<file path="src/hw/link_align_pkg.sv">
// constants and types shared by the 7:1 link alignment design
package link_align_pkg;
  localparam int CLK_NS = 25;
  localparam int BIT_NS = 100;
  localparam int BIT_CYCLES = (BIT_NS / CLK_NS) < 1 ? 1 : (BIT_NS / CLK_NS);
  localparam int WORD_BITS = 7;
  localparam int LANES = 4;
  localparam logic [6:0] PHASE_PATTERN = 7'h0f;
  localparam logic [6:0] WORD_PATTERN = 7'h01;
  localparam logic [6:0] IDLE_WORD = 7'h00;
  localparam logic [2:0] LOCK_WORDS = 3'h4;
  localparam logic [1:0] SLIP_SETTLE = 2'h2;
  localparam int ADDR_W = 8;
  localparam logic [7:0] CTRL_OFF = 8'h00;
  localparam logic [7:0] STATUS_OFF = 8'h04;
  localparam logic [7:0] INT_STATUS_OFF = 8'h08;
  localparam logic [7:0] INT_MASK_OFF = 8'h0c;
  localparam logic [7:0] MISMATCH_OFF = 8'h10;
  localparam int CTRL_GEN_EN_BIT = 0;
  localparam int CTRL_RETRAIN_BIT = 1;
  localparam logic CTRL_GEN_EN_RESET = 1'b1;
  localparam int ST_PHASE_BIT = 0;
  localparam int ST_WORD_BIT = 1;
  localparam int ST_TRAINED_BIT = 2;
  localparam int ST_LOCK_BIT = 3;
  localparam int ST_SLIPS_LSB = 8;
  localparam int INT_W = 3;
  localparam int EV_TRAINED_BIT = 0;
  localparam int EV_LOCK_BIT = 1;
  localparam int EV_LOSS_BIT = 2;
  localparam logic [2:0] INT_RESET = 3'h0;
  typedef enum logic [1:0] {
    SRC_IDLE = 2'b00,
    SRC_PHASE = 2'b01,
    SRC_WORD = 2'b10,
    SRC_COUNT = 2'b11
  } src_mode_t;
endpackage

</file>
<file path="src/hw/tx_serializer.sv">
// seven-to-one serializer for all lanes plus forwarded serial bit clock
`timescale 1ns/10ps
`default_nettype none
module tx_serializer #(
  parameter int LANES = 4,
  parameter int WORD_BITS = 7,
  parameter int BIT_CYCLES = 4
) (
  input wire logic pclk,
  input wire logic presetn,
  input wire logic [LANES*WORD_BITS-1:0] word_in,
  output logic word_take,
  output logic serial_bit_clock,
  output logic [LANES-1:0] lane_out
);
  logic [7:0] div_ff, nxt_div;
  logic [2:0] bit_ff, nxt_bit;
  logic clk_ff, nxt_clk;
  logic take_ff, nxt_take;
  logic tick;
  logic last_bit;

  assign tick = (div_ff == 8'(BIT_CYCLES - 1));
  assign last_bit = (bit_ff == 3'(WORD_BITS - 1));

  always_comb begin
    nxt_div = tick ? 8'h00 : div_ff + 8'h01;
    nxt_bit = bit_ff;
    nxt_clk = clk_ff;
    nxt_take = 1'b0;
    if (tick) begin
      // one bit per half period: data moves on both clock edges [RULE5]
      nxt_clk = ~clk_ff;
      nxt_bit = last_bit ? 3'h0 : bit_ff + 3'h1; // seven bits per word [RULE3]
      nxt_take = last_bit;
    end
  end

  always_ff @(posedge pclk or negedge presetn) begin
    if (!presetn) begin
      div_ff <= 8'h00;
      bit_ff <= 3'h0;
      clk_ff <= 1'b0;
      take_ff <= 1'b0;
    end else begin
      div_ff <= nxt_div;
      bit_ff <= nxt_bit;
      clk_ff <= nxt_clk;
      take_ff <= nxt_take;
    end
  end

  assign serial_bit_clock = clk_ff;
  assign word_take = take_ff;

  genvar l;
  generate
    for (l = 0; l < LANES; l++) begin : g_lane
      logic [WORD_BITS-1:0] sh_ff, nxt_sh;
      always_comb begin
        nxt_sh = sh_ff;
        if (tick) begin
          // msb first; new word loaded as the last bit of the old one ends
          nxt_sh = last_bit ? word_in[l*WORD_BITS +: WORD_BITS] : {sh_ff[WORD_BITS-2:0], 1'b0};
        end
      end
      always_ff @(posedge pclk or negedge presetn) begin
        if (!presetn) begin
          sh_ff <= '0;
        end else begin
          sh_ff <= nxt_sh;
        end
      end
      assign lane_out[l] = sh_ff[WORD_BITS-1]; // same clock source as the forwarded clock [RULE4]
    end
  endgenerate
endmodule
`default_nettype wire

</file>
<file path="src/hw/rx_deserializer.sv">
// one-lane serial to seven-bit word converter with bit slip
`timescale 1ns/10ps
`default_nettype none
module rx_deserializer #(
  parameter int WORD_BITS = 7
) (
  input wire logic pclk,
  input wire logic presetn,
  input wire logic bit_in,
  input wire logic bit_strobe,
  input wire logic slip,
  output logic [WORD_BITS-1:0] word_out,
  output logic word_valid
);
  logic [WORD_BITS-1:0] sh_ff, nxt_sh;
  logic [WORD_BITS-1:0] word_ff, nxt_word;
  logic [2:0] cnt_ff, nxt_cnt;
  logic valid_ff, nxt_valid;
  logic slip_ff, nxt_slip;

  always_comb begin
    nxt_sh = sh_ff;
    nxt_word = word_ff;
    nxt_cnt = cnt_ff;
    nxt_valid = 1'b0;
    // slip may arrive between bits, so it waits for the next one
    nxt_slip = slip_ff | slip;
    if (bit_strobe) begin
      nxt_sh = {sh_ff[WORD_BITS-2:0], bit_in};
      if (slip_ff) begin
        nxt_slip = slip;
      end else if (cnt_ff == 3'(WORD_BITS - 1)) begin
        nxt_cnt = 3'h0;
        nxt_word = nxt_sh; // 7-bit parallel word [RULE7]
        nxt_valid = 1'b1;
      end else begin
        nxt_cnt = cnt_ff + 3'h1;
      end
    end
  end

  always_ff @(posedge pclk or negedge presetn) begin
    if (!presetn) begin
      sh_ff <= '0;
      word_ff <= '0;
      cnt_ff <= 3'h0;
      valid_ff <= 1'b0;
      slip_ff <= 1'b0;
    end else begin
      sh_ff <= nxt_sh;
      word_ff <= nxt_word;
      cnt_ff <= nxt_cnt;
      valid_ff <= nxt_valid;
      slip_ff <= nxt_slip;
    end
  end

  assign word_out = word_ff;
  assign word_valid = valid_ff;
endmodule
`default_nettype wire

</file>
<file path="src/hw/lvds_link_align.sv">
// 7:1 link: pattern source, serializer, receiver alignment, checker, apb registers
//
// Notes on behaviour
// [RULE1] The transmitter sends the phase pattern, then the word pattern, then an incrementing counter on all lanes.
// [RULE2] The serial bit clock runs at 3.5 times the word rate, since a word spans seven half periods.
// [RULE3] Each word of seven bits per lane fills exactly one word period of the forwarded clock.
// [RULE4] The output is one forwarded clock pair and four data pairs, all from one clock source.
// [RULE5] Serial data change on both edges of the serial bit clock.
// [RULE6] The receiver takes the forwarded clock with the lanes and recovers every lane on its edges.
// [RULE7] Each lane is presented as a 7-bit word and alignment is judged on that word.
// [RULE8] A lane gets bit-slip pulses until its words equal the phase pattern.
// [RULE9] Once all lanes are phase aligned the source switches to the word pattern.
// [RULE10] With phase and word alignment reached, read enable goes high and lets the counter source advance.
// [RULE11] Data checking starts only after word alignment is flagged.
// [RULE12] Training done goes high once words are both phase and word aligned.
// [RULE13] Data lock is high while received counter words equal what was sent.
// [RULE14] The pattern generation enable input must be high for any patterns or data to be sent.
// [RULE15] Serial and word timing are derived from the block's reference clock by division.
// [RULE16] The phase and word patterns are fixed, distinct, and unambiguous under rotation.
//
// Register access over APB and the address map were left to the implementer.
`timescale 1ns/10ps
`default_nettype none
module lvds_link_align #(
  parameter int LANES = link_align_pkg::LANES,
  parameter int WORD_BITS = link_align_pkg::WORD_BITS
) (
  input wire logic pclk,
  input wire logic presetn,
  input wire logic psel,
  input wire logic penable,
  input wire logic pwrite,
  input wire logic [link_align_pkg::ADDR_W-1:0] paddr,
  input wire logic [31:0] pwdata,
  output logic [31:0] prdata,
  output logic pready,
  output logic pslverr,
  input wire logic data_en,
  input wire logic rx_clk_p,
  input wire logic [LANES-1:0] rx_data_p,
  output logic tx_clk_p,
  output logic tx_clk_n,
  output logic [LANES-1:0] tx_data_p,
  output logic [LANES-1:0] tx_data_n,
  output logic training_done,
  output logic data_lock,
  output logic irq
);
  localparam int WB = LANES * WORD_BITS;

  // all lanes carry the same word once trained
  function automatic logic lanes_equal(input logic [WB-1:0] w, input logic [WORD_BITS-1:0] v);
    logic eq;
    eq = 1'b1;
    for (int i = 0; i < LANES; i++) begin
      if (w[i*WORD_BITS +: WORD_BITS] != v) begin
        eq = 1'b0;
      end
    end
    return eq;
  endfunction

  // ---- input synchronisers: clock pin, data pins, enable pin ----
  logic [LANES+1:0] s1_ff, s2_ff, s3_ff;
  always_ff @(posedge pclk or negedge presetn) begin
    if (!presetn) begin
      s1_ff <= '0;
      s2_ff <= '0;
      s3_ff <= '0;
    end else begin
      s1_ff <= {data_en, rx_clk_p, rx_data_p};
      s2_ff <= s1_ff;
      s3_ff <= s2_ff;
    end
  end

  logic en_pin;
  logic rx_edge;
  logic [LANES-1:0] rx_bits;
  assign en_pin = s2_ff[LANES+1];
  // data and clock change together; the older copy holds the settled bit [RULE6]
  assign rx_edge = s2_ff[LANES] ^ s3_ff[LANES];
  assign rx_bits = s3_ff[LANES-1:0];

  // ---- registers ----
  logic gen_en_ff, nxt_gen_en;
  logic retrain_ff, nxt_retrain;
  logic [2:0] int_st_ff, nxt_int_st;
  logic [2:0] int_mask_ff, nxt_int_mask;
  logic [31:0] rdata_ff, nxt_rdata;
  logic err_ff, nxt_err;
  logic [15:0] mism_ff, nxt_mism;
  logic [7:0] slips_ff, nxt_slips;

  logic gen_en;
  logic restart;
  // pattern source runs only with both the pin and the software enable [RULE14]
  assign gen_en = en_pin & gen_en_ff;
  assign restart = retrain_ff | ~gen_en;

  // ---- transmit side ----
  link_align_pkg::src_mode_t mode;
  logic [6:0] cnt_ff, nxt_cnt;
  logic [WORD_BITS-1:0] src_word;
  logic word_take;
  logic ser_clk;
  logic [LANES-1:0] ser_out;
  logic phase_locked;
  logic word_aligned;
  logic rd_en_ff, nxt_rd_en;

  always_comb begin
    if (!gen_en) begin
      mode = link_align_pkg::SRC_IDLE;
    end else if (!phase_locked) begin
      mode = link_align_pkg::SRC_PHASE; // [RULE1]
    end else if (!rd_en_ff) begin
      mode = link_align_pkg::SRC_WORD; // [RULE9]
    end else begin
      mode = link_align_pkg::SRC_COUNT; // [RULE1]
    end
  end

  always_comb begin
    unique case (mode)
      link_align_pkg::SRC_IDLE: src_word = link_align_pkg::IDLE_WORD;
      link_align_pkg::SRC_PHASE: src_word = link_align_pkg::PHASE_PATTERN; // [RULE16]
      link_align_pkg::SRC_WORD: src_word = link_align_pkg::WORD_PATTERN; // [RULE16]
      link_align_pkg::SRC_COUNT: src_word = cnt_ff;
    endcase
    // counter only advances while the receiver's read enable is high [RULE10]
    nxt_cnt = (mode == link_align_pkg::SRC_COUNT && word_take) ? cnt_ff + 7'h01 : cnt_ff;
    if (mode != link_align_pkg::SRC_COUNT) begin
      nxt_cnt = 7'h00;
    end
  end

  // bit period is a division of the reference clock [RULE15] [RULE2]
  tx_serializer #(
    .LANES(LANES),
    .WORD_BITS(WORD_BITS),
    .BIT_CYCLES(link_align_pkg::BIT_CYCLES)
  ) u_tx (
    .pclk(pclk),
    .presetn(presetn),
    .word_in({LANES{src_word}}),
    .word_take(word_take),
    .serial_bit_clock(ser_clk),
    .lane_out(ser_out)
  );

  // complementary legs of each pair [RULE4]
  assign tx_clk_p = ser_clk;
  assign tx_clk_n = ~ser_clk;
  assign tx_data_p = ser_out;
  assign tx_data_n = ~ser_out;

  // ---- receive side ----
  logic [WB-1:0] rx_word;
  logic [LANES-1:0] rx_valid;
  logic [LANES-1:0] slip;
  logic [2:0] match_ff [LANES], nxt_match [LANES];
  logic [1:0] settle_ff [LANES], nxt_settle [LANES];
  logic [LANES-1:0] phase_ok_ff, nxt_phase_ok;
  logic [LANES-1:0] seen_ff, nxt_seen;

  genvar g;
  generate
    for (g = 0; g < LANES; g++) begin : g_rx
      rx_deserializer #(
        .WORD_BITS(WORD_BITS)
      ) u_des (
        .pclk(pclk),
        .presetn(presetn),
        .bit_in(rx_bits[g]),
        .bit_strobe(rx_edge),
        .slip(slip[g]),
        .word_out(rx_word[g*WORD_BITS +: WORD_BITS]),
        .word_valid(rx_valid[g])
      );
    end
  endgenerate

  always_comb begin
    slip = '0;
    nxt_phase_ok = phase_ok_ff;
    nxt_seen = seen_ff;
    for (int l = 0; l < LANES; l++) begin
      nxt_match[l] = match_ff[l];
      nxt_settle[l] = settle_ff[l];
      if (restart) begin
        nxt_match[l] = 3'h0;
        nxt_settle[l] = 2'h0;
        nxt_phase_ok[l] = 1'b0;
        nxt_seen[l] = 1'b0;
      end else if (rx_valid[l] && !phase_ok_ff[l]) begin
        if (settle_ff[l] != 2'h0) begin
          // the next two words, framed after the slip took effect, are ignored
          nxt_settle[l] = settle_ff[l] - 2'h1;
        end else if (rx_word[l*WORD_BITS +: WORD_BITS] == link_align_pkg::PHASE_PATTERN) begin
          nxt_match[l] = match_ff[l] + 3'h1; // [RULE7]
          nxt_phase_ok[l] = (match_ff[l] == link_align_pkg::LOCK_WORDS - 3'h1);
        end else begin
          slip[l] = 1'b1; // [RULE8]
          nxt_match[l] = 3'h0;
          nxt_settle[l] = link_align_pkg::SLIP_SETTLE;
        end
      end else if (rx_valid[l] && rx_word[l*WORD_BITS +: WORD_BITS] == link_align_pkg::WORD_PATTERN) begin
        nxt_seen[l] = 1'b1;
      end
    end
  end

  assign phase_locked = &phase_ok_ff;
  assign word_aligned = &seen_ff;
  assign nxt_rd_en = phase_locked & word_aligned & ~restart; // [RULE10] [RULE12]
  assign training_done = rd_en_ff; // [RULE12]
  assign nxt_slips = restart ? 8'h00 : slips_ff + {7'h00, |slip};

  // ---- data checker ----
  logic armed_ff, nxt_armed;
  logic [6:0] expect_ff, nxt_expect;
  logic lock_ff, nxt_lock;
  logic [6:0] w0;
  assign w0 = rx_word[WORD_BITS-1:0];

  always_comb begin
    nxt_armed = armed_ff;
    nxt_expect = expect_ff;
    nxt_lock = lock_ff;
    nxt_mism = mism_ff;
    if (!rd_en_ff) begin
      // no checking before word alignment is flagged [RULE11]
      nxt_armed = 1'b0;
      nxt_lock = 1'b0;
    end else if (rx_valid[0]) begin
      if (!armed_ff) begin
        if (w0 != link_align_pkg::WORD_PATTERN && lanes_equal(rx_word, w0)) begin
          nxt_armed = 1'b1;
          nxt_expect = w0 + 7'h01;
          nxt_lock = 1'b1;
        end
      end else begin
        // resync on lane 0's received value so a bad word costs at most two words
        nxt_lock = lanes_equal(rx_word, expect_ff); // [RULE13]
        nxt_expect = w0 + 7'h01;
        if (!nxt_lock) begin
          nxt_mism = mism_ff + 16'h0001;
        end
      end
    end
    if (restart) begin
      nxt_mism = 16'h0000;
    end
  end
  assign data_lock = lock_ff;

  // ---- apb slave, zero wait states ----
  logic wr;
  logic rd_setup;
  logic hit;
  logic [2:0] ev;
  assign wr = psel & penable & pwrite;
  assign rd_setup = psel & ~penable & ~pwrite;
  assign hit = paddr == link_align_pkg::CTRL_OFF || paddr == link_align_pkg::STATUS_OFF
    || paddr == link_align_pkg::INT_STATUS_OFF || paddr == link_align_pkg::INT_MASK_OFF
    || paddr == link_align_pkg::MISMATCH_OFF;

  always_comb begin
    ev = '0;
    ev[link_align_pkg::EV_TRAINED_BIT] = nxt_rd_en & ~rd_en_ff;
    ev[link_align_pkg::EV_LOCK_BIT] = nxt_lock & ~lock_ff;
    ev[link_align_pkg::EV_LOSS_BIT] = ~nxt_lock & lock_ff;
    nxt_gen_en = gen_en_ff;
    nxt_retrain = 1'b0;
    nxt_int_mask = int_mask_ff;
    nxt_int_st = int_st_ff;
    if (wr && paddr == link_align_pkg::CTRL_OFF) begin
      nxt_gen_en = pwdata[link_align_pkg::CTRL_GEN_EN_BIT];
      nxt_retrain = pwdata[link_align_pkg::CTRL_RETRAIN_BIT];
    end
    if (wr && paddr == link_align_pkg::INT_MASK_OFF) begin
      nxt_int_mask = pwdata[2:0];
    end
    if (wr && paddr == link_align_pkg::INT_STATUS_OFF) begin
      nxt_int_st = int_st_ff & ~pwdata[2:0];
    end
    // a new event beats a clear in the same cycle
    nxt_int_st = nxt_int_st | ev;
    nxt_rdata = rdata_ff;
    nxt_err = psel & ~hit;
    if (rd_setup) begin
      nxt_rdata = 32'h0000_0000;
      unique case (1'b1)
        paddr == link_align_pkg::CTRL_OFF: nxt_rdata[link_align_pkg::CTRL_GEN_EN_BIT] = gen_en_ff;
        paddr == link_align_pkg::STATUS_OFF: begin
          nxt_rdata[link_align_pkg::ST_PHASE_BIT] = phase_locked;
          nxt_rdata[link_align_pkg::ST_WORD_BIT] = word_aligned;
          nxt_rdata[link_align_pkg::ST_TRAINED_BIT] = rd_en_ff;
          nxt_rdata[link_align_pkg::ST_LOCK_BIT] = lock_ff;
          nxt_rdata[link_align_pkg::ST_SLIPS_LSB +: 8] = slips_ff;
        end
        paddr == link_align_pkg::INT_STATUS_OFF: nxt_rdata[2:0] = int_st_ff;
        paddr == link_align_pkg::INT_MASK_OFF: nxt_rdata[2:0] = int_mask_ff;
        paddr == link_align_pkg::MISMATCH_OFF: nxt_rdata[15:0] = mism_ff;
        default: nxt_rdata = 32'h0000_0000;
      endcase
    end
  end

  assign prdata = rdata_ff;
  assign pready = 1'b1;
  assign pslverr = err_ff & psel & penable;
  assign irq = |(int_st_ff & int_mask_ff);

  always_ff @(posedge pclk or negedge presetn) begin
    if (!presetn) begin
      gen_en_ff <= link_align_pkg::CTRL_GEN_EN_RESET;
      retrain_ff <= 1'b0;
      int_st_ff <= link_align_pkg::INT_RESET;
      int_mask_ff <= link_align_pkg::INT_RESET;
      rdata_ff <= 32'h0000_0000;
      err_ff <= 1'b0;
      mism_ff <= 16'h0000;
      slips_ff <= 8'h00;
      cnt_ff <= 7'h00;
      rd_en_ff <= 1'b0;
      phase_ok_ff <= '0;
      seen_ff <= '0;
      armed_ff <= 1'b0;
      expect_ff <= 7'h00;
      lock_ff <= 1'b0;
      for (int l = 0; l < LANES; l++) begin
        match_ff[l] <= 3'h0;
        settle_ff[l] <= 2'h0;
      end
    end else begin
      gen_en_ff <= nxt_gen_en;
      retrain_ff <= nxt_retrain;
      int_st_ff <= nxt_int_st;
      int_mask_ff <= nxt_int_mask;
      rdata_ff <= nxt_rdata;
      err_ff <= nxt_err;
      mism_ff <= nxt_mism;
      slips_ff <= nxt_slips;
      cnt_ff <= nxt_cnt;
      rd_en_ff <= nxt_rd_en;
      phase_ok_ff <= nxt_phase_ok;
      seen_ff <= nxt_seen;
      armed_ff <= nxt_armed;
      expect_ff <= nxt_expect;
      lock_ff <= nxt_lock;
      for (int l = 0; l < LANES; l++) begin
        match_ff[l] <= nxt_match[l];
        settle_ff[l] <= nxt_settle[l];
      end
    end
  end
endmodule
`default_nettype wire

</file>
<file path="config.mk">
export PLATFORM = sky130hd
export DESIGN_NAME = lvds_link_align
export DESIGN_NICKNAME = d
export VERILOG_FILES = /design/src/hw/link_align_pkg.sv /design/src/hw/tx_serializer.sv /design/src/hw/rx_deserializer.sv /design/src/hw/lvds_link_align.sv
export SDC_FILE = /design/constraint.sdc
export NUM_CORES = 1
export LEC_CHECK = 0
export BUFFER_PORTS_ARGS = -buffer_cell sky130_fd_sc_hd__buf_2
export CAP_MARGIN = 20
export CORE_MARGIN = 5
export CORE_UTILIZATION = 30
export DETAILED_ROUTE_END_ITERATION = 8
export PLACE_DENSITY_LB_ADDON = 0.05
export SETUP_SLACK_MARGIN = 0.3
export SLEW_MARGIN = 40
export SYNTH_ARGS = -nofsm -noshare
export SYNTH_HDL_FRONTEND = slang
export SYNTH_SLANG_ARGS = --single-unit
</file>
<file path="constraint.sdc">
create_clock -name pclk -period 3.8 [get_ports pclk]
set_input_delay 0.76 -clock pclk [delete_from_list [all_inputs] [get_ports pclk]]
set_output_delay 0.76 -clock pclk [all_outputs]
set_load 0.01 [all_outputs]
</file>
# Yosys cells after proc, flatten, opt, wreduce, memory -nomap -nowiden
# Index checks and enable logic that the tools add are counted.
# Widths: inputs -> output; s select.
# totals
reg_bits	224
out_inout_bits	47
in_bits	51
elab_cells	386
# classes
n_eq_ne	48
add_sub_neg	18
muxes	149
bitwise_logic	37
reduce_logical	74
# op_table
cell	count
$mux 1	88
$mux 16	5
$mux 3	22
$mux 7	8
$ne 7x7->1	7
$reduce_bool 2->1	21
$mux 2	18
$reduce_and 2->1	16
$eq 7x1->1 const B	4
$eq 7x4->1 const B	4
$pmux 7 s4	1
$add 3x1->3 const B	9
$reduce_and 3->1	9
$ne 2x2->1 const B	10
$add 16x1->16 const B	1
$eq 8x4->1 const B	2
$mux 8	2
$pmux 8 s2	1
$eq 3x3->1 const B	5
$add 7x1->7 const B	2
$and 1x1->1	13
$logic_and 1x1->1	13
$not 1->1	13
$eq 3x2->1 const B	4
28 further kinds	48

# Longest topological paths before layout
# Gate-level depths: netlist of the first run.
# depth
word_depth	15
ltp_mapped	11
mapped_depth_nobuf	11

# Hierarchy
# From an unflattened synthesis of the first run, not the netlist that was laid out.
# hier_totals
cells_unflattened	922
hier_area_um2	10545.1
# modules_own_cells
mod	area_per_inst_um2	seq_area_each_um2	cells_each	n_inst
lvds_link_align	5741.8	2778.9	586	1
rx_deserializer	710.7	450.4	48	4
tx_serializer	1960.6	1026.0	144	1

# Least setup slack after synthesis of the first run
# Ideal clock, no wire load.
# synth_path
path_kind	input port to flip-flop
startpoint	input paddr[1] (netlist name)
endpoint	register rdata_ff[1] (netlist: prdata[1])
cell_stages	7
slack_ns	1.357
arrival_time_ns	2.379
setup_ns	0.064
path_buffers	1
required_time_ns	3.736
cell_sequence	or4_1 nor3_1 and3b_1 buf_2 a222oi_1 a21oi_1 a21o_1
# synth_via
elab_chain_cells	2
elab_cells_between_ends	5
cone_classes	eq/ne (4); mux (1)
# synth_lines
item	line	text
start: declaration	lvds_link_align.sv:33	input wire logic [link_align_pkg::ADDR_W-1:0] paddr,
$eq 8x5->1, or another cell as far along	lvds_link_align.sv:305	paddr == link_align_pkg::MISMATCH_OFF: nxt_rdata[15:0] = mism_ff;
$pmux 2 s4 *	lvds_link_align.sv:294	unique case (1'b1)
end signal: assignment	lvds_link_align.sv:342	rdata_ff <= nxt_rdata;
end: declaration	lvds_link_align.sv:90	logic [31:0] rdata_ff, nxt_rdata;
# Mark *: on every way between the ends. The rest lies on a longest branch, timed or not.
# A chain may end at the register's enable or synchronous reset.

# Worst setup path after layout of the first run
# layout_path
startpoint	register g_rx[0].u_des.word_ff[3]
endpoint	register mism_ff[7]
# layout_via
elab_chain_cells	10
# layout_lines
item	line	text
start: declaration	rx_deserializer.sv:16	logic [WORD_BITS-1:0] word_ff, nxt_word;
start signal: assignment	rx_deserializer.sv:51	word_ff <= nxt_word;
$ne 7x7->1	lvds_link_align.sv:56	if (w[i*WORD_BITS +: WORD_BITS] != v) begin
$mux 1 (4 in a row)	lvds_link_align.sv:56	
$mux 1	lvds_link_align.sv:237	if (!armed_ff) begin
$mux 1	lvds_link_align.sv:236	end else if (rx_valid[0]) begin
$mux 1	lvds_link_align.sv:232	if (!rd_en_ff) begin
$ne 2x2->1 (no source line)	n/a	
$reduce_and 4->1 (no source line)	n/a	
end signal: assignment	lvds_link_align.sv:344	mism_ff <= nxt_mism;
end: declaration	lvds_link_align.sv:92	logic [15:0] mism_ff, nxt_mism;
# No other way between the ends. The select of a mux whose other input is x is not followed.

==> results.sh, run 1 <==
export IMPL_dpl_worst_slack_ns=0.876
export IMPL_cts_repair_resized=0
export IMPL_status="completed"
export IMPL_clock_tree_root_cell="sky130_fd_sc_hd__clkbuf_16"
export IMPL_slowest_stage_cell_crit_path="sky130_fd_sc_hd__o21ai_4"
export IMPL_synth_top_family_by_area="simple AND/OR/NAND/NOR gates"
export IMPL_min_period_over_period_pct=74.8
export IMPL_final_antenna_net_count=0
export IMPL_area_of_the_multi_input_gates_um2=4010
export IMPL_synth_warnings=0
export IMPL_synth_edff_count=0
export IMPL_slew_limit_headroom_pct=48.6
export IMPL_max_cap_violations=0
export IMPL_critical_path_peak_fanout=25
export IMPL_area_delta_synth_final_pct=14.8
export IMPL_setup_repair_after_global_routing_missed_its_margin="false"
export IMPL_yosysSeqAreaShare_pct=53.8
export IMPL_vias_per_cell=4.70
export IMPL_total_leakage_power_uw=0.00484
export IMPL_critPathKind="reg -> reg"
export IMPL_die_area_um2=35100
export IMPL_synth_top_cell_by_area="sky130_fd_sc_hd__dfrtp_1"
export IMPL_post_synth_inst_count=917
export IMPL_synthArstFlopShare_pct=100
export IMPL_core_area_um2=31300
export IMPL_number_of_antenna_violations_at_the_first_check_in_global_routing=0
export IMPL_crit_required_ns=4.16
export IMPL_ioPinCount=98
export IMPL_worstPathCellList="or4_1, a222oi_1, nand3_2, o21ai_4, or4_2, a21oi_1"
export IMPL_tightestPinTransition_ns=0.767
export IMPL_remaining_drc_errors=0
export IMPL_average_detailed_routed_wire_length_per_instance_um=15.6
export IMPL_postRouteWirelength_um=21600
export IMPL_seqCellArea_um2=5080
export IMPL_leading_register_cell_type_out_of_synthesis="sky130_fd_sc_hd__dfrtp_1"
export IMPL_setup_tns_final_ns=0
export IMPL_finalWorstPathRequiredPeriod_ns=2.84
export IMPL_hold_buffers=0
export IMPL_synth_compound_area_share_pct=9.41
export IMPL_yosys_area_top_type_share_pct=53.5
export IMPL_clock_sink_count=203
export IMPL_synth_area_per_cell_um2=10.3
export IMPL_cts_max_path_buffers=3
export IMPL_post_synth_mux_area_share_pct=5.96
export IMPL_parity_gate_share_of_the_synthesized_area_counting_xor_and_xnor_cells_pct=2.95
export IMPL_power_ir_vdd_worst_uv=378
export IMPL_floorplan_rows=65
export IMPL_cts_tree="yes"
export IMPL_fin_skew_ns=0.00812
export IMPL_postPlaceCellArea_um2=10100
export IMPL_setup_viol=0
export IMPL_timing_fmax_ghz=0.352
export IMPL_yosys_area_share_simple_pct=20.2
export IMPL_numPortBuffers=51
export IMPL_post_dp_hpwl_um=14700
export IMPL_worst_skew_pair_late_latency_ns=0.51
export IMPL_min_path_type="in -> async"
export IMPL_numPlacedInstances=1341
export IMPL_path_clk_slew_ns=0.06
export IMPL_cts_inserted_buffers=25
export IMPL_firstDrtPassIters=4
export IMPL_critical_path_arrival_ns=3.20
export IMPL_grt_pass1_vias=6472
export IMPL_power_density_cell_area_nw_per_um2=550
export IMPL_initial_core_util_pct=30.2
export IMPL_yosys_cell_types_count=64
export IMPL_fin_area_um2=10800
export IMPL_globalRouteOverflowTotal=0
export IMPL_post_layout_nets=1040
export IMPL_max_stage_delay_ns=0.59
export IMPL_grt_first_pass_wirelength_um=36000
export IMPL_detail_route_iter0_violations=398
export IMPL_cts_setup_buffers=0
export IMPL_grt_util_overall_pct=12.3
export IMPL_timing_final_hold_violations=0
export IMPL_final_hold_worst_slack_ns=0.182
export IMPL_timing_max_transition_violations_final=0
export IMPL_total_inserted_antenna_cells=0
export IMPL_fin_cells=1385
export IMPL_post_synthesis_register_bit_count=203
export IMPL_adder_cell_share_of_the_synthesized_area_pct=3.05
export IMPL_dr_total_vias=6504
export IMPL_timing_critical_path_to_type="flip-flop"
export IMPL_place_congestion=0.745
export IMPL_startpoint_type="flip-flop"
export IMPL_syn_cell_area_um2=9450
export IMPL_die_x_um=187
export IMPL_fraction_of_final_layout_cells_sized_beyond_drive_strength_1_pct=18.0
export IMPL_htreeDepth=1
export IMPL_postLayoutSetupSlackWorst_ns=0.959
export IMPL_netlist_top_cells_area="sky130_fd_sc_hd__dfrtp_1 (53%), sky130_fd_sc_hd__nand2_1 (5.5%), sky130_fd_sc_hd__mux2_2 (4.8%)"
export IMPL_grt_max_degree=76
export IMPL_number_of_filler_instances_in_the_final_layout=3211
export IMPL_fp_dieH_um=187
## placed cells by master, fill, tap and decap left out, drive strengths merged, types with 5 or more instances in the layout
cell type,count
dfrtp,202
nand2,140
nor2,96
buf,59
a21oi,45
mux2,40
clkbuf,37
nand3,35
o21ai,30
inv,29
nor3,24
ha,23
xor2,18
or4,18
conb,17
nand4,14
xnor2,13
and3,13
nand2b,12
o31ai,12
a221oi,10
mux2i,9
a31oi,8
or3,8
and4,6
a211oi,6
nor3b,6
and2,5
clkinv,5
## critical path: cells and delay by family, from the launching register on
family | cells | cell delay (ns)
compound gates | 3 | 1.11
flops | 1 | 0.51
simple gates | 3 | 1.05
## power breakdown
group	total [uW]	leakage [uW]	switching, uW	internal, uW
combinational	814	0.00177	418	396
clock	2330	0.000394	913	1420
sequential	2820	0.00268	385	2440
total	5970	0.00484	1720	4250
## sequential cells by signal, summed over array words and instances, names as in the netlist, 3 cells and up
name and cells:
cnt_ff 7, expect_ff 7, g_rx.u_des.cnt_ff 12, g_rx.u_des.sh_ff 24, g_rx.u_des.slip_ff 4, g_rx.u_des.word_out 28
g_rx.u_des.word_valid 4, int_mask_ff 3, int_st_ff 3, match_ff 12, mism_ff 16, phase_ok_ff 4
prdata 16, s1_ff 6, s2_ff 6, s3_ff 5, seen_ff 4, settle_ff 8
slips_ff 8, u_tx.bit_ff 3, u_tx.div_ff 8, u_tx.g_lane.sh_ff 7
## path summary, 6_finish.rpt
check / from / endpoint / slack (ns) / cells past startpoint
min in group pclk: s2_ff[3] / s3_ff[3] / 0.35 / 0
worst min register to register: s2_ff[3] / s3_ff[3] / 0.35 / 0
worst max-delay path: g_rx[0].u_des.word_out[3] / mism_ff[7] / 0.96 / 6
worst min-delay path: presetn / u_tx.serial_bit_clock / 0.18 / 1
max in group asynchronous: presetn / match_ff[7] / 2.78 / 2
worst max register to register: g_rx[0].u_des.word_out[3] / mism_ff[7] / 0.96 / 6
## Yosys cell counts, types with 5 or more instances
| library cell | number |
|---|---|
| sky130_fd_sc_hd__a211oi_1 | 6 |
| sky130_fd_sc_hd__a21oi_1 | 38 |
| sky130_fd_sc_hd__a21oi_2 | 7 |
| sky130_fd_sc_hd__a221oi_1 | 10 |
| sky130_fd_sc_hd__a31oi_1 | 8 |
| sky130_fd_sc_hd__and2_1 | 5 |
| sky130_fd_sc_hd__and3_1 | 11 |
| sky130_fd_sc_hd__and4_1 | 6 |
| sky130_fd_sc_hd__buf_4 | 24 |
| sky130_fd_sc_hd__clkbuf_1 | 20 |
| sky130_fd_sc_hd__dfrtp_1 | 202 |
| sky130_fd_sc_hd__ha_1 | 23 |
| sky130_fd_sc_hd__inv_1 | 29 |
| sky130_fd_sc_hd__mux2_2 | 40 |
| sky130_fd_sc_hd__mux2i_1 | 9 |
| sky130_fd_sc_hd__nand2_1 | 139 |
| sky130_fd_sc_hd__nand2b_1 | 12 |
| sky130_fd_sc_hd__nand3_1 | 34 |
| sky130_fd_sc_hd__nand4_1 | 14 |
| sky130_fd_sc_hd__nor2_1 | 96 |
| sky130_fd_sc_hd__nor3_1 | 23 |
| sky130_fd_sc_hd__o21ai_0 | 26 |
| sky130_fd_sc_hd__o31ai_1 | 11 |
| sky130_fd_sc_hd__or3_1 | 6 |
| sky130_fd_sc_hd__or4_1 | 9 |
| sky130_fd_sc_hd__or4_2 | 9 |
| sky130_fd_sc_hd__xnor2_1 | 13 |
| sky130_fd_sc_hd__xor2_1 | 17 |
## logic make-up after synthesis
logic type      after synthesis
compound gates              133
xor+xnor                     31
fa+ha+maj                    23
buf+inv                      81
flops                       203
mux                          50
other cells                   2
simple gates                394
## through the flow
| step | power [uW] | util [%] |
|---|---|---|
| 6_report | 5970 | 34.6 |
| 4_1_cts | 6090 | 34.6 |
| 3_3_place_gp | 3690 | 32.1 |
| 3_5_place_dp | 3700 | 32.1 |
| 5_1_grt | 6330 | 34.6 |
| 2_1_floorplan | 3370 | - |
## metal layers
metal | GRT usage (%) | wire (um) | part of all wire [%] | vias to the layer above
met4 | 2.77 | 434 | 2.0 | 0
met5 | 0 | 0 | 0 | -
met3 | 2.48 | 829 | 3.8 | 29
met1 | 18.1 | 11000 | 51 | 3134
met2 | 18.7 | 9300 | 43 | 78
li1 | - | - | - | 3263
## final cells by class
type                            instances  share of cell area [%]
Clock buffer                           37                    6.55
Clock inverter                          7                   0.784
Inverter                               29                    1.00
Multi-Input combinational cell        648                    37.0
Sequential cell                       203                    46.8
Tap cell                              402                    4.64
Timing Repair Buffer                   59                    3.23
(Power assumes the default switching activity.)
==> run 2, diff against run 1 <==
==> constraint.sdc (replaced) <==
create_clock -name pclk -period 2.5 [get_ports pclk]
set_input_delay 0.5 -clock pclk [delete_from_list [all_inputs] [get_ports pclk]]
set_output_delay 0.5 -clock pclk [all_outputs]
set_load 0.01 [all_outputs]
==> run 2 against run 1 <==
  * Non-clock buffer count rose by 71
  * Critical path depth rose by 3
  * Via count rose by 4.7%
  * Power rose by 56%
  * Clock power rose by 41%
  * Highest routed layer unchanged
==> results.sh, run 2 (same netlist as run 1, synthesis figures left out) <==
export IMPL_slowest_stage_cell_crit_path="sky130_fd_sc_hd__or4_1"
export IMPL_post_dp_hpwl_um=15900
export IMPL_timing_max_transition_violations_final=0
export IMPL_finalWorstPathRequiredPeriod_ns=2.35
export IMPL_grt_max_degree=59
export IMPL_post_layout_nets=1110
export IMPL_post_route_util_pct=37.4
export IMPL_most_common_layout_cells="sky130_fd_sc_hd__dfrtp_1 (200), sky130_fd_sc_hd__nand2_1 (138), sky130_fd_sc_hd__nor2_1 (91), sky130_fd_sc_hd__buf_4 (65), sky130_fd_sc_hd__buf_2 (50)"
export IMPL_core_area_um2=31300
export IMPL_total_leakage_power_uw=0.00524
export IMPL_timing_final_hold_violations=0
export IMPL_postLayoutSetupSlackWorst_ns=0.150
export IMPL_final_common_cell="sky130_fd_sc_hd__dfrtp_1"
export IMPL_cts_max_path_buffers=3
export IMPL_total_inserted_antenna_cells=0
export IMPL_largest_register_ffs=28
export IMPL_cts_inserted_buffers=24
export IMPL_numPlacedInstances=1393
export IMPL_setup_viol=0
export IMPL_floorplan_rows=65
export IMPL_remaining_drc_errors=0
export IMPL_globalRouteOverflowTotal=0
export IMPL_vias_per_cell=4.69
export IMPL_critPathKind="reg -> reg"
export IMPL_final_antenna_net_count=0
export IMPL_setup_repair_after_global_routing_missed_its_margin="true"
export IMPL_tightestPinTransition_ns=0.727
export IMPL_power_ir_vdd_worst_uv=416
export IMPL_numPortBuffers=51
export IMPL_htreeDepth=1
export IMPL_initial_core_util_pct=30.2
export IMPL_clock_tree_root_cell="sky130_fd_sc_hd__clkbuf_16"
export IMPL_timing_critical_path_to_type="flip-flop"
export IMPL_postRouteWirelength_um=23300
export IMPL_firstDrtPassIters=5
export IMPL_fin_area_um2=11700
export IMPL_ioPinCount=98
export IMPL_startpoint_type="flip-flop"
export IMPL_fp_dieH_um=187
export IMPL_max_stage_delay_ns=0.50
export IMPL_place_congestion=0.743
export IMPL_fin_cells=1452
export IMPL_max_cap_violations=0
export IMPL_timing_fmax_ghz=0.426
export IMPL_fraction_of_final_layout_cells_sized_beyond_drive_strength_1_pct=27.1
export IMPL_number_of_antenna_violations_at_the_first_check_in_global_routing=0
export IMPL_path_clk_slew_ns=0.06
export IMPL_power_density_cell_area_nw_per_um2=794
export IMPL_crit_path_frequent_cell="sky130_fd_sc_hd__buf_6"
export IMPL_cts_tree="yes"
export IMPL_dr_total_vias=6808
export IMPL_detail_route_iter0_violations=300
export IMPL_dpl_worst_slack_ns=-0.112
export IMPL_worstPathCellList="buf_6, or4_1, a222oi_1, nand3_2, o21ai_4, buf_6, buf_16, o31ai_2, a21oi_1"
export IMPL_slew_limit_headroom_pct=51.3
export IMPL_critical_path_arrival_ns=2.77
export IMPL_area_delta_synth_final_pct=23.9
export IMPL_setup_tns_final_ns=0
export IMPL_min_path_type="in -> reg"
export IMPL_grt_pass1_vias=6904
export IMPL_critical_path_peak_fanout=6
export IMPL_crit_required_ns=2.92
export IMPL_die_x_um=187
export IMPL_fin_skew_ns=0.00784
export IMPL_min_period_over_period_pct=94.0
export IMPL_number_of_filler_instances_in_the_final_layout=3106
export IMPL_status="completed"
export IMPL_worst_skew_pair_late_latency_ns=0.51
export IMPL_grt_first_pass_wirelength_um=38500
export IMPL_postPlaceCellArea_um2=10500
export IMPL_grt_util_overall_pct=13.2
export IMPL_clock_sink_count=203
export IMPL_die_area_um2=35100
export IMPL_average_detailed_routed_wire_length_per_instance_um=16.1
## run 2: changes by cell type in the layout (fill, tap and decap cells not counted), sizes merged
cell         before  now
buf              59  129
bufinv            2    0
clkbuf           37   36
clkinv            5    4
dlygate4sd3       0    1
## run 2: per-stage QoR
stage / power, uW / hold WS [ns]
3_3_place_gp: 5930 / 0.334
5_1_grt: 9910 / 0.0775
3_5_place_dp: 5940 / 0.335
2_1_floorplan: 5130 / 0.204
4_1_cts: 9450 / 0.0733
6_report: 9300 / 0.101
## run 2: cell type report
cell class	instances	area, um^2	area share [%]
Tap cell	402	503	4.30
Inverter	29	109	0.930
Clock inverter	4	20.0	0.171
Sequential cell	203	5080	43.4
Timing Repair Buffer	130	985	8.41
Multi-Input combinational cell	648	4290	36.7
Clock buffer	36	717	6.12
## run 2: path summary, 6_finish.rpt
| kind | startpoint | endpoint | slack [ns] | depth (start not counted) |
|---|---|---|---|---|
| max | g_rx[1].u_des.word_out[4] | mism_ff[15] | 0.15 | 9 |
| min | rx_data_p[2] | s1_ff[2] | 0.10 | 1 |
| max reg2reg | g_rx[1].u_des.word_out[4] | mism_ff[15] | 0.15 | 9 |
| min reg2reg | s1_ff[4] | s2_ff[4] | 0.34 | 0 |
| max in group asynchronous | presetn | gen_en_ff | 1.25 | 3 |
| min in group asynchronous | presetn | u_tx.serial_bit_clock | 0.50 | 2 |
## run 2: timing repair
action,CTS,global route
gates resized for setup,39,32
pin swaps,14,11
buffers inserted,14,1
hold buffers,1,0
hold endpoints to repair,51,0
setup endpoints to repair,33,61
cloned,3,0
## run 2: layer usage
layer	track usage, %	wire [um]	vias up	share of wire [%]
met3	2.41	878	31	3.8
met2	21.5	10500	100	45
met1	18.5	11400	3271	49
met4	3.11	516	0	2.2
met5	0	0	-	0
li1	-	-	3406	-
## run 2: critical path, delay by kind of cell, from the launching register on
kind                   cells  cell delay (ns)
AO/OA/AOI/OAI              4             0.77
flip-flops                 1             0.39
AND/OR/NAND/NOR            2             0.69
buffers and inverters      3             0.43
## run 2: power by group
part           switching [uW]  total [uW]  internal (uW)
registers                 451        4160           3710
clock network            1330        3290           1960
logic                     906        1850            940
==> run 3, diff against run 2 <==
--- a/config.mk
+++ b/config.mk
@@ -11,6 +11,7 @@
 export CORE_UTILIZATION = 30
 export DETAILED_ROUTE_END_ITERATION = 8
 export PLACE_DENSITY_LB_ADDON = 0.05
+export RECOVER_POWER = 100
 export SETUP_SLACK_MARGIN = 0.3
 export SLEW_MARGIN = 40
 export SYNTH_ARGS = -nofsm -noshare
==> constraint.sdc (replaced) <==
create_clock -name pclk -period 2.8 [get_ports pclk]
set_input_delay 0.56 -clock pclk [delete_from_list [all_inputs] [get_ports pclk]]
set_output_delay 0.56 -clock pclk [all_outputs]
set_load 0.01 [all_outputs]
==> run 3 against run 2 <==
  * The run now ends with capacitance limit, slew limit left
  * Critical path depth shrank 1
  * Fmax shrank 5.6%
  * Global-route usage shrank 0.38 points
  * Power shrank 8.8%
  * Largest power group unchanged
  * Sequential share of layout area grew 2.2 points
  * Routed wire length shrank 3.8%
  * Sequential power shrank 9.6%
  * Final area shrank 4.9%
  * Register-to-register slack gained 0.16 ns
  * Via count shrank 1.2%
==> results.sh, run 3 (same netlist as run 1, synthesis figures left out) <==
export IMPL_status="complete, but fails checks"
export IMPL_failed_checks="capacitance limit, slew limit"
export IMPL_timing_critical_path_to_type="flip-flop"
export IMPL_fp_dieH_um=187
export IMPL_path_clk_slew_ns=0.06
export IMPL_worstReg2RegStart="g_rx[0].u_des.word_out[4]"
export IMPL_firstDrtPassIters=4
export IMPL_setup_tns_final_ns=0
export IMPL_timing_final_hold_violations=0
export IMPL_grt_pass1_vias=6781
export IMPL_tightestPinTransition_ns=1.60
export IMPL_initial_core_util_pct=30.2
export IMPL_postPlaceCellArea_um2=10300
export IMPL_critical_path_peak_fanout=7
export IMPL_grt_first_pass_wirelength_um=37500
export IMPL_final_common_cell="sky130_fd_sc_hd__dfrtp_1"
export IMPL_max_cap_violations=1
export IMPL_slew_limit_headroom_pct=-6.34
export IMPL_power_ir_vdd_worst_uv=444
export IMPL_max_stage_delay_ns=0.51
export IMPL_die_area_um2=35100
export IMPL_critical_path_arrival_ns=2.86
export IMPL_grt_max_degree=59
export IMPL_critPathKind="reg -> reg"
export IMPL_detail_route_iter0_violations=326
export IMPL_number_of_antenna_violations_at_the_first_check_in_global_routing=0
export IMPL_fin_skew_ns=0.0199
export IMPL_post_layout_nets=1080
export IMPL_most_common_layout_cells="sky130_fd_sc_hd__dfrtp_1 (201), sky130_fd_sc_hd__nand2_1 (139), sky130_fd_sc_hd__nor2_1 (96), sky130_fd_sc_hd__clkbuf_1 (48), sky130_fd_sc_hd__a21oi_1 (44)"
export IMPL_remaining_drc_errors=0
export IMPL_clock_sink_count=203
export IMPL_largest_register_ffs=28
export IMPL_total_inserted_antenna_cells=0
export IMPL_postRouteWirelength_um=22400
export IMPL_cts_tree="yes"
export IMPL_min_path_type="in -> reg"
export IMPL_crit_required_ns=3.17
export IMPL_htreeDepth=1
export IMPL_timing_fmax_ghz=0.402
export IMPL_slowest_stage_cell_crit_path="sky130_fd_sc_hd__or4_1"
export IMPL_die_x_um=187
export IMPL_final_hold_worst_slack_ns=0.129
export IMPL_finalWorstPathRequiredPeriod_ns=2.49
export IMPL_fin_area_um2=11100
export IMPL_post_dp_hpwl_um=15500
export IMPL_clock_tree_root_cell="sky130_fd_sc_hd__clkbuf_16"
export IMPL_worstSetupStartpoint="g_rx[0].u_des.word_out[4]"
export IMPL_cts_inserted_buffers=26
export IMPL_fraction_of_final_layout_cells_sized_beyond_drive_strength_1_pct=16.6
export IMPL_place_congestion=0.716
export IMPL_register_to_register_setup_slack_ns=0.31
export IMPL_cts_max_path_buffers=3
export IMPL_core_area_um2=31300
export IMPL_setup_viol=0
export IMPL_numPortBuffers=51
export IMPL_timing_max_transition_violations_final=56
export IMPL_grt_util_overall_pct=12.8
export IMPL_min_period_over_period_pct=88.9
export IMPL_vias_per_cell=4.71
export IMPL_power_density_cell_area_nw_per_um2=761
export IMPL_floorplan_rows=65
export IMPL_number_of_filler_instances_in_the_final_layout=3207
export IMPL_worstPathCellList="buf_4, or4_1, a222oi_1, nand3_1, clkbuf_4, o211ai_1, nand2b_1, a21oi_1"
export IMPL_ioPinCount=98
export IMPL_r2r_end="mism_ff[5]"
export IMPL_average_detailed_routed_wire_length_per_instance_um=15.7
export IMPL_dr_total_vias=6724
export IMPL_globalRouteOverflowTotal=0
export IMPL_startpoint_type="flip-flop"
export IMPL_final_antenna_net_count=0
export IMPL_area_delta_synth_final_pct=17.9
export IMPL_setup_worst_path_end="mism_ff[5]"
export IMPL_reg2regPathDepth=8
export IMPL_setup_repair_after_global_routing_missed_its_margin="true"
export IMPL_worst_skew_pair_late_latency_ns=0.53
export IMPL_total_leakage_power_uw=0.00493
run 3: cell types whose count changed in the layout (fill, tap and decap cells not counted), sizes merged:
cell and change:
buf -81, clkbuf +52, bufinv +2, clkinv +2
clkinvlp +1
run 3: critical path, delay by kind of cell, from the launching register on:
kind,cells,cell delay (ns)
DFF,1,0.41
and+or+nand+nor,3,0.95
buffers and inverters,2,0.42
AOI/OAI and AO/OA,3,0.55
run 3: stage by stage:
stage	total power [uW]	std cells	util (%)	worst slack (ns)
final	8480	1428	35.6	0.311
after global routing	9010	1428	35.6	0.117
after floorplan	4570	932	-	0.547
after detailed placement	5170	1376	33.0	0.220
after global placement	5160	1376	33.0	0.209
after CTS	8670	1426	36.0	0.311
run 3: metal layers:
metal | wire, um | share of wire, % | global-route usage, % | up-vias
met5 | 0 | 0 | 0 | -
met4 | 460 | 2.0 | 3.22 | 0
met3 | 815 | 3.6 | 2.13 | 33
met2 | 10000 | 45 | 20.0 | 94
met1 | 11200 | 50 | 18.7 | 3251
li1 | - | - | - | 3346
run 3: layout make-up:
type                       count  area (um^2)  area share, %
clock buffer                  39          790           7.09
clock inverter                 9          109          0.977
inverter                      29          109          0.977
multi-input combinational    648         3980           35.8
sequential                   203         5080           45.6
tap                          402          503           4.52
timing repair buffer          98          561           5.03
run 3: worst min path at each step:
stage	start	endpoint	slack, ns	depth (start not counted)
floorplan	presetn	armed_ff	0.26	0
global placement	s2_ff[1]	s3_ff[1]	0.33	0
detailed placement	s1_ff[0]	s2_ff[0]	0.33	0
CTS	rx_data_p[0]	s1_ff[0]	0.1	1
global route	rx_data_p[0]	s1_ff[0]	0.10	1
finish	rx_data_p[2]	s1_ff[2]	0.13	1
run 3: where the power goes:
group | leakage (uW) | total, uW | switching (uW) | internal (uW)
Clock | 0.000445 | 3400 | 1280 | 2130
Sequential | 0.00268 | 3760 | 450 | 3310
Combinational | 0.00181 | 1320 | 680 | 636
Total | 0.00493 | 8480 | 2410 | 6070
run 3: timing repair:
item,4_1_cts,5_1_grt
setup buffers,1,2
hold endpoints to repair,51,0
resized for setup,3,6
setup endpoints to repair,4,22
pin swaps,0,2
hold buffers,1,0
